===== src/rtl/axl_defines.svh =====
// offsets, field positions, reset values, opcode patterns and cycle counts for the load unit
`ifndef AXL_DEFINES_SVH
`define AXL_DEFINES_SVH
// opcode patterns, compared against the upper opcode bits
`define AXL_OP_LAR_MEM 5'h00
`define AXL_OP_LAR_SK 5'h16
`define AXL_OP_LAR_LK 13'h17E1
`define AXL_OP_LDP_MEM 8'h0D
`define AXL_OP_LDP_SK 7'h5E
`define AXL_OP_SHIFTED_ACC_LOAD_INSTRUCTION 8'h6B
// opcode field positions
`define AXL_MODE_BIT 7
`define AXL_NBIT 3
// indirect update field codes
`define AXL_ARU_NONE 3'h0
`define AXL_ARU_DEC 3'h1
`define AXL_ARU_INC 3'h2
`define AXL_ARU_BRDEC 3'h4
`define AXL_ARU_IDXDEC 3'h5
`define AXL_ARU_IDXINC 3'h6
`define AXL_ARU_BRINC 3'h7
// status word zero field positions
`define AXL_DP_MSB 8
`define AXL_ARP_LSB 13
// reset values
`define AXL_ST0_RST 16'h0000
`define AXL_PC_RST 16'h0000
// cycle counts
`define AXL_BASE_LOAD 8'h02
`define AXL_BASE_SHIFTED_ACC_LOAD_INSTRUCTION 8'h01
`define AXL_CONFLICT 8'h01
`endif


===== src/rtl/axl_pkg.sv =====
// types shared by the auxiliary and page load unit
package axl_pkg;
	typedef enum logic [0:0] {
		AXL_IDLE = 1'b0,
		AXL_EXEC = 1'b1
	} axl_fsm_t;

	typedef enum logic [2:0] {
		AXL_NONE = 3'b000,
		AXL_LAR_MEM = 3'b001,
		AXL_LAR_SK = 3'b010,
		AXL_LAR_LK = 3'b011,
		AXL_LDP_MEM = 3'b100,
		AXL_LDP_SK = 3'b101,
		AXL_SHIFTED_ACC_LOAD_INSTRUCTION = 3'b110
	} axl_kind_t;

	// one instruction handed to the unit
	typedef struct packed {
		logic [15:0] word;
		logic [15:0] lk;
		logic [7:0] rpt_n;
	} axl_issue_t;

	// where code and operand live, with their wait counts
	typedef struct packed {
		logic code_ext;
		logic op_ext;
		logic same_single_access_ram;
		logic [3:0] p_wait;
		logic [3:0] d_wait;
	} axl_place_t;

	typedef struct packed {
		axl_fsm_t fsm;
		logic [15:0] pc;
		logic [15:0] st0;
		logic [7:0][15:0] ar;
		logic [31:0] acc;
		axl_kind_t kind;
		logic [15:0] word;
		logic [15:0] imm;
		logic [2:0] tgt;
		logic [7:0] cnt;
		logic [7:0] reps;
		logic [7:0] rep_len;
		logic issued;
		logic last;
		logic mem_rd;
		logic [15:0] mem_addr;
		logic busy;
		logic ready;
		logic done;
		logic [15:0] aux_data;
	} axl_state_t;
endpackage : axl_pkg


===== src/rtl/axl_exec.sv =====
// decode and execution of the auxiliary, page and shifted accumulator loads
// Overview of operation
// - aux target index from opcode bits 10..8
// - memory word or constant into target aux
// - 8-bit short or 16-bit long constant
// - constants zero-extended, no status bits change
// - long form: two words, index in low three
// - aux load 2 cycles, plus waits
// - shared single-access block adds one cycle
// - repeated aux load 2n plus nd
// - long constant 2, or 2+2p external
// - load beats post-modify of same register
// - shifted acc load 1, 1+d, 2+d+p
// - repeated shifted load n, n+1+p+nd
// - page load 9-bit constant in low bits
// - page load writes only page pointer field
// - direct address is page pointer plus offset
// - status word load also sets page pointer
// - program counter advances before the update
// - seven indirect pointer update options
// - shift by temp low four, extend by mode
`include "axl_defines.svh"

module axl_exec #(
	parameter logic [15:0] RESET_PC = `AXL_PC_RST
) (
	// clock and reset
	input wire logic clk,
	input wire logic sys_rst,
	// instruction issue
	input wire logic issue_valid,
	input wire axl_pkg::axl_issue_t issue,
	input wire axl_pkg::axl_place_t plc,
	// status word load
	input wire logic stw_valid,
	input wire logic [15:0] stw_data,
	// operand and shift sources
	input wire logic [15:0] mem_rd_data,
	input wire logic [15:0] temp_register,
	input wire logic sign_extend_mode,
	// aux register readback select
	input wire logic [2:0] aux_sel,
	// handshake and memory request
	output logic ready,
	output logic busy,
	output logic done,
	output logic mem_rd,
	output logic [15:0] mem_addr,
	// architectural state
	output logic [15:0] pc,
	output logic [15:0] status_word_zero,
	output logic [31:0] accumulator,
	output logic [15:0] aux_data
);
	axl_pkg::axl_state_t r;
	axl_pkg::axl_state_t next_r;
	logic accept;

	// opcode to instruction kind
	function automatic axl_pkg::axl_kind_t axl_decode(input logic [15:0] w);
		axl_pkg::axl_kind_t k;
		k = axl_pkg::AXL_NONE;
		if (w[15:11] == `AXL_OP_LAR_MEM) begin
			k = axl_pkg::AXL_LAR_MEM;
		end else if (w[15:11] == `AXL_OP_LAR_SK) begin
			k = axl_pkg::AXL_LAR_SK;
		end else if (w[15:3] == `AXL_OP_LAR_LK) begin
			k = axl_pkg::AXL_LAR_LK;
		end else if (w[15:8] == `AXL_OP_LDP_MEM) begin
			k = axl_pkg::AXL_LDP_MEM;
		end else if (w[15:9] == `AXL_OP_LDP_SK) begin
			k = axl_pkg::AXL_LDP_SK;
		end else if (w[15:8] == `AXL_OP_SHIFTED_ACC_LOAD_INSTRUCTION) begin
			k = axl_pkg::AXL_SHIFTED_ACC_LOAD_INSTRUCTION;
		end
		return k;
	endfunction : axl_decode

	// bit order reversal for reverse-carry updates
	function automatic logic [15:0] axl_rev(input logic [15:0] a);
		logic [15:0] o;
		o = 16'h0000;
		for (int i = 0; i < 16; i++) begin
			o[i] = a[15 - i];
		end
		return o;
	endfunction : axl_rev

	// pointer post-modification
	function automatic logic [15:0] axl_post(input logic [15:0] a, input logic [15:0] x,
		input logic [2:0] aux_update_field);
		logic [15:0] o;
		o = a;
		case (aux_update_field)
			`AXL_ARU_DEC: o = a - 16'h0001;
			`AXL_ARU_INC: o = a + 16'h0001;
			`AXL_ARU_IDXDEC: o = a - x;
			`AXL_ARU_IDXINC: o = a + x;
			`AXL_ARU_BRDEC: o = axl_rev(axl_rev(a) - axl_rev(x));
			`AXL_ARU_BRINC: o = axl_rev(axl_rev(a) + axl_rev(x));
			default: o = a;
		endcase
		return o;
	endfunction : axl_post

	// left shift with sign or zero fill
	function automatic logic [31:0] axl_shift(input logic [15:0] d, input logic [3:0] s,
		input logic sx);
		logic [31:0] e;
		e = sx ? {{16{d[15]}}, d} : {16'h0000, d};
		return e << s;
	endfunction : axl_shift

	// cycles of every repetition but the first
	function automatic logic [7:0] axl_rep_len(input axl_pkg::axl_kind_t k,
		input axl_pkg::axl_place_t p);
		logic [7:0] b;
		b = (k == axl_pkg::AXL_SHIFTED_ACC_LOAD_INSTRUCTION) ? `AXL_BASE_SHIFTED_ACC_LOAD_INSTRUCTION : `AXL_BASE_LOAD;
		if (p.op_ext && k != axl_pkg::AXL_LAR_SK && k != axl_pkg::AXL_LAR_LK
			&& k != axl_pkg::AXL_LDP_SK) begin
			b = b + {4'h0, p.d_wait};
		end
		return b;
	endfunction : axl_rep_len

	// cycles of the first repetition, carrying conflict and code waits
	function automatic logic [7:0] axl_first_len(input axl_pkg::axl_kind_t k,
		input axl_pkg::axl_place_t p);
		logic [7:0] b;
		logic memop;
		memop = (k == axl_pkg::AXL_LAR_MEM || k == axl_pkg::AXL_LDP_MEM
			|| k == axl_pkg::AXL_SHIFTED_ACC_LOAD_INSTRUCTION);
		b = axl_rep_len(k, p);
		if (memop && p.same_single_access_ram && !p.op_ext && !p.code_ext) begin
			b = b + `AXL_CONFLICT;
		end
		if (p.code_ext) begin
			b = b + {4'h0, p.p_wait};
			if (k == axl_pkg::AXL_LAR_LK) begin
				b = b + {4'h0, p.p_wait};
			end
			if (memop && p.op_ext) begin
				b = b + 8'h01;
			end
		end
		return b;
	endfunction : axl_first_len

	// next state: writeback, sequencing and issue of one repetition
	always_comb begin
		axl_pkg::axl_kind_t k;
		logic issue_now;
		logic [15:0] op;
		logic [2:0] ptr;
		k = axl_decode(issue.word);
		issue_now = 1'b0;
		op = 16'h0000;
		ptr = 3'h0;
		accept = 1'b0;
		next_r = r;
		next_r.done = 1'b0;
		next_r.mem_rd = 1'b0;
		next_r.issued = 1'b0;
		next_r.aux_data = r.ar[aux_sel];
		// writeback of the repetition issued last cycle
		if (r.issued) begin
			op = r.mem_rd ? mem_rd_data : r.imm;
			case (r.kind)
				axl_pkg::AXL_LAR_MEM, axl_pkg::AXL_LAR_SK, axl_pkg::AXL_LAR_LK: begin
					next_r.ar[r.tgt] = op;
				end
				axl_pkg::AXL_LDP_MEM, axl_pkg::AXL_LDP_SK: begin
					next_r.st0[`AXL_DP_MSB:0] = op[`AXL_DP_MSB:0];
				end
				axl_pkg::AXL_SHIFTED_ACC_LOAD_INSTRUCTION: begin
					next_r.acc = axl_shift(op, temp_register[3:0], sign_extend_mode);
				end
				default: begin
					next_r.acc = r.acc;
				end
			endcase
			next_r.done = r.last;
		end
		// sequencing
		case (r.fsm)
			axl_pkg::AXL_IDLE: begin
				if (issue_valid && r.ready && k != axl_pkg::AXL_NONE) begin
					accept = 1'b1;
					next_r.kind = k;
					next_r.word = issue.word;
					// pc first, the register update comes later
					next_r.pc = r.pc + ((k == axl_pkg::AXL_LAR_LK) ? 16'h0002 : 16'h0001);
					next_r.tgt = (k == axl_pkg::AXL_LAR_LK) ? issue.word[2:0] : issue.word[10:8];
					case (k)
						axl_pkg::AXL_LAR_SK: next_r.imm = {8'h00, issue.word[7:0]};
						axl_pkg::AXL_LAR_LK: next_r.imm = issue.lk;
						axl_pkg::AXL_LDP_SK: next_r.imm = {7'h00, issue.word[8:0]};
						default: next_r.imm = 16'h0000;
					endcase
					if (k == axl_pkg::AXL_LAR_MEM || k == axl_pkg::AXL_LDP_MEM
						|| k == axl_pkg::AXL_SHIFTED_ACC_LOAD_INSTRUCTION) begin
						next_r.reps = (issue.rpt_n == 8'h00) ? 8'h01 : issue.rpt_n;
					end else begin
						next_r.reps = 8'h01;
					end
					next_r.rep_len = axl_rep_len(k, plc);
					next_r.cnt = axl_first_len(k, plc) - 8'h01;
					next_r.fsm = axl_pkg::AXL_EXEC;
					issue_now = 1'b1;
				end else if (stw_valid && r.ready && !issue_valid) begin
					next_r.st0 = stw_data;
				end
			end
			axl_pkg::AXL_EXEC: begin
				if (r.cnt != 8'h00) begin
					next_r.cnt = r.cnt - 8'h01;
				end else if (r.reps != 8'h00) begin
					next_r.cnt = r.rep_len - 8'h01;
					issue_now = 1'b1;
				end else begin
					next_r.fsm = axl_pkg::AXL_IDLE;
				end
			end
			default: begin
				next_r.fsm = axl_pkg::AXL_IDLE;
			end
		endcase
		// issue one repetition: operand address and pointer update
		if (issue_now) begin
			next_r.reps = next_r.reps - 8'h01;
			next_r.last = (next_r.reps == 8'h00);
			next_r.issued = 1'b1;
			ptr = next_r.st0[`AXL_ARP_LSB +: 3];
			if (next_r.kind == axl_pkg::AXL_LAR_MEM || next_r.kind == axl_pkg::AXL_LDP_MEM
				|| next_r.kind == axl_pkg::AXL_SHIFTED_ACC_LOAD_INSTRUCTION) begin
				next_r.mem_rd = 1'b1;
				if (next_r.word[`AXL_MODE_BIT]) begin
					next_r.mem_addr = next_r.ar[ptr];
					if (!(next_r.kind == axl_pkg::AXL_LAR_MEM && next_r.tgt == ptr)) begin
						next_r.ar[ptr] = axl_post(next_r.ar[ptr], next_r.ar[0],
							next_r.word[6:4]);
					end
					if (next_r.word[`AXL_NBIT]) begin
						next_r.st0[`AXL_ARP_LSB +: 3] = next_r.word[2:0];
					end
				end else begin
					next_r.mem_addr = {next_r.st0[`AXL_DP_MSB:0], next_r.word[6:0]};
				end
			end
		end
		next_r.busy = (next_r.fsm == axl_pkg::AXL_EXEC);
		next_r.ready = !next_r.busy && !next_r.issued;
	end

	// state register
	always_ff @(posedge clk) begin
		if (sys_rst) begin
			r <= '0;
			r.fsm <= axl_pkg::AXL_IDLE;
			r.pc <= RESET_PC;
			r.st0 <= `AXL_ST0_RST;
			r.kind <= axl_pkg::AXL_NONE;
			r.ready <= 1'b1;
		end else begin
			r <= next_r;
		end
	end

	// outputs straight from the state register
	assign ready = r.ready;
	assign busy = r.busy;
	assign done = r.done;
	assign mem_rd = r.mem_rd;
	assign mem_addr = r.mem_addr;
	assign pc = r.pc;
	assign status_word_zero = r.st0;
	assign accumulator = r.acc;
	assign aux_data = r.aux_data;

	// helper: busy length and snapshot of the accepted instruction
	logic [9:0] h_blen;
	axl_pkg::axl_kind_t h_kind;
	axl_pkg::axl_place_t h_plc;
	logic [7:0] h_n;
	always_ff @(posedge clk) begin
		if (sys_rst) begin
			h_blen <= 10'h000;
			h_kind <= axl_pkg::AXL_NONE;
			h_plc <= '0;
			h_n <= 8'h00;
		end else if (accept) begin
			h_blen <= 10'h000;
			h_kind <= axl_decode(issue.word);
			h_plc <= plc;
			h_n <= (issue.rpt_n == 8'h00) ? 8'h01 : issue.rpt_n;
		end else if (r.busy) begin
			h_blen <= h_blen + 10'h001;
		end
	end

	lar_int_len_a: assert property (@(posedge clk) disable iff (sys_rst)
		accept && k_is(axl_pkg::AXL_LAR_MEM) && issue.rpt_n <= 8'h01 && !plc.code_ext
		&& !plc.op_ext && !plc.same_single_access_ram |=> r.busy [*2] ##1 !r.busy)
		else $error("aux load from internal memory not two cycles");
	conflict_len_a: assert property (@(posedge clk) disable iff (sys_rst)
		accept && k_is(axl_pkg::AXL_LAR_MEM) && issue.rpt_n <= 8'h01 && !plc.code_ext
		&& !plc.op_ext && plc.same_single_access_ram |=> r.busy [*3] ##1 !r.busy)
		else $error("shared block conflict cycle missing");
	rpt_lar_len_a: assert property (@(posedge clk) disable iff (sys_rst)
		$fell(r.busy) && h_kind == axl_pkg::AXL_LAR_MEM && !h_plc.code_ext
		&& !h_plc.same_single_access_ram |-> h_blen == 2 * h_n + (h_plc.op_ext ? h_n * h_plc.d_wait : 0))
		else $error("repeated aux load length wrong");
	lk_len_a: assert property (@(posedge clk) disable iff (sys_rst)
		$fell(r.busy) && h_kind == axl_pkg::AXL_LAR_LK
		|-> h_blen == 2 + (h_plc.code_ext ? 2 * h_plc.p_wait : 0))
		else $error("long constant load length wrong");
	shifted_acc_load_instruction_len_a: assert property (@(posedge clk) disable iff (sys_rst)
		accept && k_is(axl_pkg::AXL_SHIFTED_ACC_LOAD_INSTRUCTION) && issue.rpt_n <= 8'h01 && !plc.code_ext
		&& !plc.op_ext && !plc.same_single_access_ram |=> r.busy ##1 !r.busy)
		else $error("shifted load not one cycle");
	rpt_shifted_acc_load_instruction_len_a: assert property (@(posedge clk) disable iff (sys_rst)
		$fell(r.busy) && h_kind == axl_pkg::AXL_SHIFTED_ACC_LOAD_INSTRUCTION && h_plc.code_ext && h_plc.op_ext
		|-> h_blen == h_n + 1 + h_plc.p_wait + h_n * h_plc.d_wait)
		else $error("repeated external shifted load length wrong");
	pc_first_a: assert property (@(posedge clk) disable iff (sys_rst)
		accept |=> r.pc == $past(r.pc) + (k_past_lk() ? 16'h0002 : 16'h0001) && !r.done)
		else $error("program counter not advanced at accept");
	page_only_a: assert property (@(posedge clk) disable iff (sys_rst)
		r.issued && r.kind == axl_pkg::AXL_LDP_SK |=> r.st0[8:0] == $past(r.word[8:0])
		&& r.st0[15:9] == $past(r.st0[15:9]))
		else $error("page load disturbed status word");
	short_zext_a: assert property (@(posedge clk) disable iff (sys_rst)
		r.issued && r.kind == axl_pkg::AXL_LAR_SK
		|=> r.ar[$past(r.word[10:8])] == {8'h00, $past(r.word[7:0])})
		else $error("short constant not zero extended");
	direct_addr_a: assert property (@(posedge clk) disable iff (sys_rst)
		r.mem_rd && !r.word[7] |-> r.mem_addr == {r.st0[8:0], r.word[6:0]})
		else $error("direct address not page and offset");
	load_wins_a: assert property (@(posedge clk) disable iff (sys_rst)
		r.issued && r.mem_rd && r.kind == axl_pkg::AXL_LAR_MEM
		|=> r.ar[$past(r.tgt)] == $past(mem_rd_data))
		else $error("loaded value lost to post modification");
	shift_load_a: assert property (@(posedge clk) disable iff (sys_rst)
		r.issued && r.kind == axl_pkg::AXL_SHIFTED_ACC_LOAD_INSTRUCTION |=> r.acc
		== axl_shift($past(mem_rd_data), $past(temp_register[3:0]), $past(sign_extend_mode)))
		else $error("shifted load value wrong");
	stw_take_a: assert property (@(posedge clk) disable iff (sys_rst)
		stw_valid && r.ready && !issue_valid |=> r.st0 == $past(stw_data))
		else $error("status word load not taken");

	lk_done_c: cover property (@(posedge clk) disable iff (sys_rst)
		r.done && r.kind == axl_pkg::AXL_LAR_LK);
	rpt_shifted_acc_load_instruction_c: cover property (@(posedge clk) disable iff (sys_rst)
		r.done && r.kind == axl_pkg::AXL_SHIFTED_ACC_LOAD_INSTRUCTION && h_n > 8'h02);
	ldp_ind_c: cover property (@(posedge clk) disable iff (sys_rst)
		r.done && r.kind == axl_pkg::AXL_LDP_MEM && r.word[7]);
	conflict_c: cover property (@(posedge clk) disable iff (sys_rst)
		r.issued && r.kind == axl_pkg::AXL_LAR_MEM && r.word[7]
		&& r.tgt == r.st0[15:13]);

	// kind test of the word offered this cycle
	function automatic logic k_is(input axl_pkg::axl_kind_t k);
		return axl_decode(issue.word) == k;
	endfunction : k_is

	// long form held in the accepted word
	function automatic logic k_past_lk();
		return r.kind == axl_pkg::AXL_LAR_LK;
	endfunction : k_past_lk
endmodule : axl_exec


===== config.mk =====
export PLATFORM = sky130hd
export DESIGN_NAME = axl_exec
export DESIGN_NICKNAME = d
export VERILOG_FILES = /design/src/rtl/axl_pkg.sv /design/src/rtl/axl_exec.sv
export VERILOG_INCLUDE_DIRS = /design/src /design/src/rtl
export SDC_FILE = /design/constraint.sdc
export NUM_CORES = 1
export LEC_CHECK = 0
export BUFFER_PORTS_ARGS = -buffer_cell sky130_fd_sc_hd__buf_2
export CAP_MARGIN = 20
export CORE_MARGIN = 1
export CORE_UTILIZATION = 56
export CTS_BUF_LIST = sky130_fd_sc_hd__clkbuf_8
export DETAILED_ROUTE_END_ITERATION = 8
export GPL_TIMING_DRIVEN = 0
export MAX_ROUTING_LAYER = met4
export PLACE_DENSITY = 0.79
export SYNTH_ARGS = -nofsm -noshare
export SYNTH_HDL_FRONTEND = slang
export SYNTH_SLANG_ARGS = --single-unit

===== constraint.sdc =====
create_clock -name clk -period 6.6 [get_ports clk]
set_clock_uncertainty 0.2 [all_clocks]
set_input_delay 1.32 -clock clk [delete_from_list [all_inputs] [get_ports clk]]
set_output_delay 1.32 -clock clk [all_outputs]
set_load 0.01 [all_outputs]

== After elaboration in Yosys (flattened, before gate mapping) ==
Index checks and enable logic that the tools add are counted.

* Bits in registers: 292
* Bits in latches: 0
* Bits in writable memories: 0
* ROM bits: 0
* Memories: 0

* Add/subtract/negate cells: 16
* $mul: 0
* Div/mod/pow operators: 0
* Magnitude comparators: 5
* Eq/ne operators: 32
* Shifts and indexed selects: 1
* Muxes and demuxes: 75
* Bitwise gates (word level): 4
* Reductions and logical operators: 39

{| class="wikitable"
|+ Operators with widths
! kind !! number
|-
| two-way mux 128 bit || 5
|-
| bitwise mux 128 bit || 2
|-
| two-way mux 16 bit || 14
|-
| two-way mux 169 bit || 1
|-
| two-way mux 8 bit || 18
|-
| binary-select mux 16 bit (select 3 bit) || 2
|-
| demux 16 bit (select 3 bit) || 2
|-
| case mux 16 bit (6 select lines) || 1
|-
| two-way mux 32 bit || 2
|-
| two-way mux 62 bit || 1
|-
| case mux 16 bit (3 select lines) || 1
|-
| two-way mux 38 bit || 1
|-
| equality test 3 bit (second input constant) || 12
|-
| two-way mux 17 bit || 2
|-
| two-way mux 3 bit || 11
|-
| adder 16 bit || 2
|-
| << shifter 32 x 4 -> 32 bit || 1
|-
| subtractor 16 bit || 2
|-
| subtractor 8 x 1 -> 8 bit (second input constant) || 4
|-
| two-way mux 19 bit || 1
|-
| adder 16 x 1 -> 16 bit (second input constant) || 1
|-
| adder 16 x 2 -> 16 bit || 1
|-
| adder 8 x 1 -> 8 bit (second input constant) || 2
|-
| adder 8 x 4 -> 8 bit || 2
|-
| other kinds (34) || 81
|}

== Depth between registers and ports, before layout ==
Gate-level depths: netlist (run 1).

* Depth after elaboration: 43
* Depth in mapped cells: 29
* Mapped depth without buffers: 27

== Least setup slack after synthesis (run 1) ==
OpenSTA, ideal clock, no wires.

* Path type: input -> register
* Start: in issue[33] (netlist bit)
* End: reg r[59] (netlist bit)
* Library setup time: 0.086 ns
* Data arrival time: 6.693 ns
* Data required time: 6.314 ns
* Path slack: -0.378 ns
* Cell stages on the path: 27
* Path buffers: 2
* Path through: buf_2 -> nand2_1 -> or4_1 -> buf_2 -> clkinv_1 -> ha_1 -> inv_1 -> fa_1 -> o211ai_1 -> o21a_1 -> ha_1 -> inv_1 -> nor2_1 -> or2_2 -> inv_1 -> fa_1 -> fa_1 -> and3_1 -> nor2_1 -> ha_1 -> o211ai_1 -> a21o_1 -> a31oi_1 -> o2111ai_1 -> or3_1 -> xnor2_1 -> a211oi_1

* Longest elaborated chain between the ends: 32
* Elaborated cells between the ends (all ways): 53

{| class="wikitable"
|+ RTL lines
! what !! RTL line !! RTL
|-
| from (decl) || axl_exec.sv:32 || <nowiki>input wire axl_pkg::axl_issue_t issue,</nowiki>
|-
| equality test 8 x 7 -> 1 bit (no source line) || - ||
|-
| two-way mux 3 bit || axl_exec.sv:73 || <nowiki>end else if (w[15:8] == `AXL_OP_SHIFTED_ACC_LOAD_INSTRUCTION) begin</nowiki>
|-
| two-way mux 3 bit || - ||
|-
| two-way mux 3 bit || axl_exec.sv:69 || <nowiki>end else if (w[15:8] == `AXL_OP_LDP_MEM) begin</nowiki>
|-
| two-way mux 3 bit (*) || axl_exec.sv:67 || <nowiki>end else if (w[15:3] == `AXL_OP_LAR_LK) begin</nowiki>
|-
| two-way mux 3 bit (*) (2 in series) || - ||
|-
| branches (longest 25 deep; another with adder 8 x 1 -> 8 bit) || - ||
|-
| to (signal assigned) || axl_exec.sv:265 || <nowiki>r <= next_r;</nowiki>
|-
| to (decl) || axl_exec.sv:55 || <nowiki>axl_pkg::axl_state_t r;</nowiki>
|}

Mark *: on every way between the ends. The select of a mux whose other input is x is not followed.
A chain may end at the register's enable or synchronous reset.

== Final worst setup path (run 1) ==
* Start: in issue_valid
* End: reg r[196] (netlist bit)

* Longest elaborated chain between the ends: 18
* Elaborated cells between the ends (all ways): 47

{| class="wikitable"
|+ RTL lines
! what !! RTL line !! RTL
|-
| from (decl) || axl_exec.sv:31 || <nowiki>input wire logic issue_valid,</nowiki>
|-
| zero test 1 bit || axl_exec.sv:210 || <nowiki>end else if (stw_valid && r.ready && !issue_valid) begin</nowiki>
|-
| logical AND 1 bit || axl_exec.sv:210 ||
|-
| two-way mux 16 bit || axl_exec.sv:210 ||
|-
| two-way mux 16 bit || axl_exec.sv:187 || <nowiki>if (issue_valid && r.ready && k != axl_pkg::AXL_NONE) begin</nowiki>
|-
| two-way mux 16 bit || axl_exec.sv:185 || <nowiki>case (r.fsm)</nowiki>
|-
| binary-select mux 16 bit (select 3 bit) || axl_exec.sv:240 || <nowiki>next_r.ar[ptr] = axl_post(next_r.ar[ptr], next_r.ar[0],</nowiki>
|-
| two-way mux 16 bit (not written as such) || axl_exec.sv:240 ||
|-
| adder 16 bit, or another cell as far along || axl_exec.sv:100 || <nowiki>`AXL_ARU_BRINC: o = axl_rev(axl_rev(a) + axl_rev(x));</nowiki>
|-
| [... 2 more ...] || - ||
|-
| two-way mux 16 bit || axl_exec.sv:237 || <nowiki>if (next_r.word[`AXL_MODE_BIT]) begin</nowiki>
|-
| two-way mux 16 bit || axl_exec.sv:234 || <nowiki>if (next_r.kind == axl_pkg::AXL_LAR_MEM || next_r.kind == axl_pkg::AXL_LDP_MEM</nowiki>
|-
| two-way mux 16 bit || axl_exec.sv:229 || <nowiki>if (issue_now) begin</nowiki>
|-
| bitwise mux 128 bit || axl_exec.sv:240 ||
|-
| two-way mux 128 bit || axl_exec.sv:239 || <nowiki>if (!(next_r.kind == axl_pkg::AXL_LAR_MEM && next_r.tgt == ptr)) begin</nowiki>
|-
| two-way mux 128 bit || axl_exec.sv:237 ||
|-
| two-way mux 128 bit || axl_exec.sv:234 ||
|-
| two-way mux 128 bit (*) || axl_exec.sv:229 ||
|}

Every way passes the cells marked *; elsewhere a longest branch is shown, timed or not. The select of a mux whose other input is x is not followed.

==> metrics.cfg, run 1 <==
[power_and_ir_drop]
power.density_nw_per_um2 = 207.4
vdd_drop_max_v = 0.0001719
p_clk_frac = 0.359
power_switching_w = 0.001773
swShare = 0.3555
leakage_nw = 9.637
power.share.combinational = 0.295
pwr-share-seq = 0.346
p_int_w = 0.003214

[routing]
ant_nets = 0
initialDrtViolationCount = 3292
vias_per_cell = 6.679
drt_first_pass_iters = 6
drc_errors = 0
post_drt_wl_per_cell_um = 26.45
via_count = 22560
wl_um = 89340

[logic_synthesis]
ys_seq_elements = 281
synth_top_family_by_area = compound AO/OA/AOI/OAI gates
synthDistinctLibCells = 93
yosysTopAreaCellShare = 0.2780
synth_commonest_cells = nor2_1, nand2_1, dfxtp_1
yosys.cell_count.top_type = nor2_1
synth_xor_area_frac = 0.03209
netlist_instances = 2582
syn_area_per_cell_um2 = 7.837
ys_warn_count = 0
synthFlopType = dfxtp_1
synth_compound_area_frac = 0.2324
synth_mux_area_frac = 0.1219
synthAdderAreaFrac = 0.04650
ys_seq_area_frac = 0.2780
async_flop_share = 0
yosys.area.top_type = dfxtp_1
synth-edff-count = 0
synth_nets = 2760
mappedNetlistArea_um2 = 20240
synth.area.top_cells = dfxtp_1, nor2_1, mux2i_1, nand2_1, a21oi_1
yosys.area_share.simple = 0.2068

[timing]
rsz0062_at_grt = yes
final-hold-violation-count = 0
whs_ps = 253.9
max_slew_margin = 0.1801
finalMaxSlewViolations = 0
min_period_over_period = 1.001
finalSetupViolations = 1
fin_ws_ps = -5.441
worstMarginPinSlew_ps = 1230
fmax_ghz = 0.1514
period_minus_slack_ps = 6605

[placement]
port-buffer-count = 187
placedCellCount = 3248
place_congestion = 1.072
pre_cts_slack_ps = -2655
placed_area_um2 = 22030
dpl.hpwl_um = 67740

[clocking]
clockBufferDepth = 3
clk_pin_slew_ps = 60
cts_tree = done
cts-root-buf = clkbuf_8
clock_latency_ps = 660
numCtsBuffers = 49
ctsHoldBuffers = 0
h-tree-depth = 2
cts_sinks = 281

[floorplan]
dieArea_um2 = 36900
die_h_um = 192.1
core_um2 = 35570
ioPinCount = 207
rows = 69
start_util = 0.5689
fp.dieW_um = 192.1

[critical_path]
cp_max_fo = 10
crit_path_end_kind = flop
worst_ep_arrival_time_ps = 6970
required_ps = 6960
startpoint_type = input pin
rr_startpoint = r[99]$_SDFF_PP0_
crit_type = input pin to flop
critPathLaunch = issue_valid

[global_route]
grt_pass1_vias = 20500
grt_antenna_before_repair = 3
grt-ovfl-total = 0
track_usage = 0.4842
grt_first_pass_wirelength_um = 128400
grt_max_degree = 13

[final_layout]
final_nets = 3049
layout-drive-gt1-share = 0.2322
fin_area_um2 = 24040
fillers = 3058
area_growth_pct = 18.80
instances_no_fill = 3378

[status]
violations = setup timing
status = complete, but fails checks

[min_path]
min_from = mem_addr[6]$_SDFFE_PP0P_
worstHoldPathType = flop to flop

[flow_run]
maxCapViolCount = 0

==> cells in the final DEF (no fill, tap or decap), types with 13 or more instances in the layout <==
master      n
a211oi_1   84
a21o_1     29
a21oi_1   208
a221oi_1   20
a22oi_1    16
a31oi_1    15
and3_1     13
buf_1      16
buf_2     221
buf_4     148
clkbuf_1   96
clkbuf_8   67
dfxtp_1   281
ha_1       60
inv_1      75
mux2_2     45
mux2i_1   104
mux4_2     32
nand2_1   287
nand2b_1   16
nand3_1    35
nor2_1    333
nor2b_1    14
nor3_1     80
o211ai_1   30
o21a_1     13
o21ai_0   130
o221ai_1   16
o22ai_1    22
or3_1      25
xnor2_1    38
xor2_1     25
==> power by group through the flow <==
stage	clock network, W	logic [W]	registers (W)
6_report	0.00179	0.00147	0.00173
5_1_grt	0.00185	0.00154	0.00173
4_1_cts	0.00177	0.00132	0.00173
3_5_place_dp	0	0.00125	0.00176
3_3_place_gp	0	0.00120	0.00176
2_1_floorplan	0	0.000822	0.00176
==> repair_timing <==
action | 4_1_cts | 5_1_grt
pin swaps | 4 | 23
resized for setup | 47 | 82
buffers inserted | 6 | 25
setup endpoints to repair | 132 | 124
==> critical path: stages <==
cell      delay [ps]
buf_2            130
nor4bb_4         380
buf_2            290
mux2_2           330
buf_4            320
buf_4            300
mux2i_1          310
o221ai_1         190
a221oi_2         400
buf_2            300
ha_2             370
and3_1           190
a221o_1          360
nand4_1          170
a31oi_1          170
a31oi_1          310
o21ai_0          170
xnor2_1          190
nand2_1           80
a311o_2          460
o22ai_1          210
==> flip-flops by register name (all words and copies together), names as in the netlist <==
register / flops
accumulator: 32
aux_data: 16
busy: 1
done: 1
mem_addr: 16
mem_rd: 1
pc: 16
r: 181
ready: 1
status_word_zero: 16
==> cell families (layout without fill, tap and decap cells) <==
family / Yosys count / count (layout)
AOI/OAI and AO/OA: 719 / 719
xor gates and xnor gates: 70 / 70
adders and majority gates: 71 / 71
buffers and inverters: 327 / 656
DFF: 281 / 281
muxes: 200 / 200
other: 0 / 6
and+or+nand+nor: 914 / 914
==> per-layer routing <==
metal,GRT usage,vias up,share of wire
li1,-,9897,-
met1,0.6132,10600,0.38
met2,0.6851,1701,0.42
met3,0.1420,363,0.14
met4,0.2698,0,0.065
met5,-,-,0
==> through the flow <==
stage                     utilization  TNS, ps  power [W]
after floorplan                     -   -70.19   0.002581
after detailed placement       0.6194  -272290   0.003009
after global routing           0.6756   -344.3   0.005114
after global placement         0.6138  -350470   0.002961
after CTS                      0.6584   -40.73   0.004807
final                          0.6758   -5.441   0.004987
==> path summary, 6_finish.rpt <==
check | to | slack, ps | cells past startpoint
worst min register to register | mem_addr[6]$_SDFFE_PP0P_ | 250 | 2
worst max register to register | r[196]$_SDFF_PP0_ | 10 | 19
worst min-delay path | mem_addr[6]$_SDFFE_PP0P_ | 250 | 2
worst max-delay path | r[196]$_SDFF_PP0_ | -5 | 21
==> final cells by class <==
class	instances	area, um^2	area share
sequential	281	5625	0.2340
multi-input combinational	1974	13620	0.5668
buffer	262	1483	0.06168
timing repair buffer	241	1394	0.05798
tap	461	576.8	0.02399
inverter	62	245.2	0.01020
clock buffer	67	922.1	0.03836
antenna	6	15.01	0.0006246
clock inverter	24	153.9	0.006402
(Power assumes the default switching activity.)
==> inputs of run 2 (changes only) <==
--- a/config.mk
+++ b/config.mk
@@ -9,12 +9,11 @@
 export BUFFER_PORTS_ARGS = -buffer_cell sky130_fd_sc_hd__buf_2
 export CAP_MARGIN = 20
 export CORE_MARGIN = 1
-export CORE_UTILIZATION = 56
-export CTS_BUF_LIST = sky130_fd_sc_hd__clkbuf_8
+export CORE_UTILIZATION = 55
 export DETAILED_ROUTE_END_ITERATION = 8
 export GPL_TIMING_DRIVEN = 0
 export MAX_ROUTING_LAYER = met4
-export PLACE_DENSITY = 0.79
+export PLACE_DENSITY = 0.78
 export SYNTH_ARGS = -nofsm -noshare
 export SYNTH_HDL_FRONTEND = slang
 export SYNTH_SLANG_ARGS = --single-unit
==> metrics.cfg, run 2 (synthesis gave the netlist of run 1 again) <==
[status]
violations = setup timing
status = complete, but fails checks

[routing]
drc_errors = 0
post_drt_wl_per_cell_um = 25.96
initialDrtViolationCount = 3141
via_count = 22440
wl_um = 86890
vias_per_cell = 6.703
drt_first_pass_iters = 7
ant_nets = 0

[placement]
place_congestion = 1.066
port-buffer-count = 187
placedCellCount = 3252
dpl.hpwl_um = 66160

[floorplan]
rows = 69
core_um2 = 35910
start_util = 0.5634
dieArea_um2 = 37560
ioPinCount = 207
die_h_um = 193.8
fp.dieW_um = 193.8

[min_path]
worstHoldPathType = flop to flop

[clocking]
h-tree-depth = 2
clk_pin_slew_ps = 60
cts_tree = done
ctsHoldBuffers = 0
clockBufferDepth = 3
clock_latency_ps = 550
numCtsBuffers = 35
cts_sinks = 281
cts-root-buf = clkbuf_16

[timing]
finalMaxSlewViolations = 0
period_minus_slack_ps = 6615
setup_tns_ps = -48.53
max_slew_margin = 0.1817
finalSetupViolations = 5
rsz0062_at_grt = yes
fmax_ghz = 0.1512
worstMarginPinSlew_ps = 1227
min_period_over_period = 1.002
fin_ws_ps = -15.48
final-hold-violation-count = 0

[critical_path]
cp_top_family = compound AO/OA/AOI/OAI gates
worst_ep_arrival_time_ps = 6880
cp_max_fo = 10
startpoint_type = input pin
critPathMaxStageDelay_ps = 710
critical_path_buf_inv_count = 4
crit_top_cell = buf_2
required_ps = 6860
crit_type = input pin to flop
cp_cell_sequence = buf_2, nor4bb_1, buf_2, mux2_2, clkbuf_1, o32ai_1, a2111oi_2, buf_4, ha_1, o21bai_1, a221oi_2, nand3b_1, a31oi_1, o41ai_2, xnor2_1, o21ai_0, nand2_1, a311o_2, o22ai_1
crit_path_end_kind = flop
cp_slowest_cell = clkbuf_1

[final_layout]
final_cell_mix = nor2_1, nand2_1, dfxtp_1, buf_2, a21oi_1
fillers = 3033
largest_reg_flops = 181
instances_no_fill = 3347
final_common_cell = nor2_1
layout-drive-gt1-share = 0.2282
area_growth_pct = 19.09
largest_register = r
final_nets = 3038

[global_route]
track_usage = 0.4565
grt_antenna_before_repair = 2
grt_pass1_vias = 20450
grt_max_degree = 13
grt_first_pass_wirelength_um = 126500
grt-ovfl-total = 0

[flow_run]
maxCapViolCount = 0

[power_and_ir_drop]
leakage_nw = 9.611
vdd_drop_max_v = 0.0001580
power.density_nw_per_um2 = 215.5

==> run 2: cell count changes in the layout (fill, tap and decap cells not counted), moves of 5 or more <==
cell	delta
clkbuf_1	+8
mux2i_1	+5
buf_4	+6
clkbuf_16	+37
inv_1	-18
mux2i_2	-6
clkbuf_8	-59
==> run 2: through the flow <==
stage / total power, W / area, um^2 / utilization / worst slack (ps) / hold WS (ps)
5_1_grt: 0.005308 / 24100 / 0.6710 / -63.37 / 276.8
3_3_place_gp: 0.002967 / 21830 / 0.6079 / -3022 / 240.0
4_1_cts: 0.005021 / 23510 / 0.6546 / 3.078 / 256.6
2_1_floorplan: 0.002581 / 20320 / - / -70.19 / 229.4
6_report: 0.005193 / 24100 / 0.6710 / -15.48 / 256.8
3_5_place_dp: 0.003007 / 22030 / 0.6133 / -2096 / 248.2
==> run 2: layer usage <==
metal	share of wire	up-vias	global-route usage
met5	0	-	-
met4	0.061	0	0.2310
met3	0.14	343	0.1358
met2	0.41	1807	0.6529
met1	0.38	10450	0.5811
li1	-	9832	-
==> run 2: worst register-to-register path, delay by kind of cell, from the launching register on <==
| kind | cells | cell delay (ps) |
|---|---|---|
| AO/OA/AOI/OAI | 8 | 2320 |
| buffers and inverters | 3 | 970 |
| AND/OR/NAND/NOR | 4 | 1450 |
| XOR/XNOR | 1 | 140 |
| flip-flops | 1 | 450 |
| adder cells (fa/ha/maj) | 1 | 300 |
| multiplexers | 2 | 670 |
==> run 2: path summary, 6_finish.rpt <==
| check | from | end | slack [ps] | depth (start not counted) |
|---|---|---|---|---|
| worst min-delay path | r[79]$_SDFFE_PP0P_ | r[79]$_SDFFE_PP0P_ | 260 | 2 |
| worst min register to register | r[79]$_SDFFE_PP0P_ | r[79]$_SDFFE_PP0P_ | 260 | 2 |
| worst max register to register | r[37]$_SDFF_PP0_ | r[228]$_SDFF_PP0_ | 30 | 19 |
| worst max-delay path | issue_valid | r[228]$_SDFF_PP0_ | -20 | 19 |
==> run 2: what timing repair did <==
action                                  4_1_cts  5_1_grt
endpoints found under the setup margin      131      129
gates resized for setup                      52       94
setup buffers                                 7       28
pin swaps                                     5       22
==> run 2: layout make-up <==
class | instances | area (um^2) | share of cell area
plain buffers | 262 | 1498 | 0.06215
diodes | 2 | 5.005 | 0.0002077
clock buffers | 53 | 1066 | 0.04423
multi-input cells | 1974 | 13590 | 0.5638
clock inverters | 8 | 97.59 | 0.004050
repair buffers | 244 | 1398 | 0.05799
flip-flops and latches | 281 | 5625 | 0.2334
well taps | 461 | 576.8 | 0.02393
inverters | 62 | 245.2 | 0.01018
==> run 2: power breakdown <==
part	internal, W	switching [W]
combinational	0.000521	0.000953
sequential	0.00171	0.0000160
clock	0.00119	0.000799
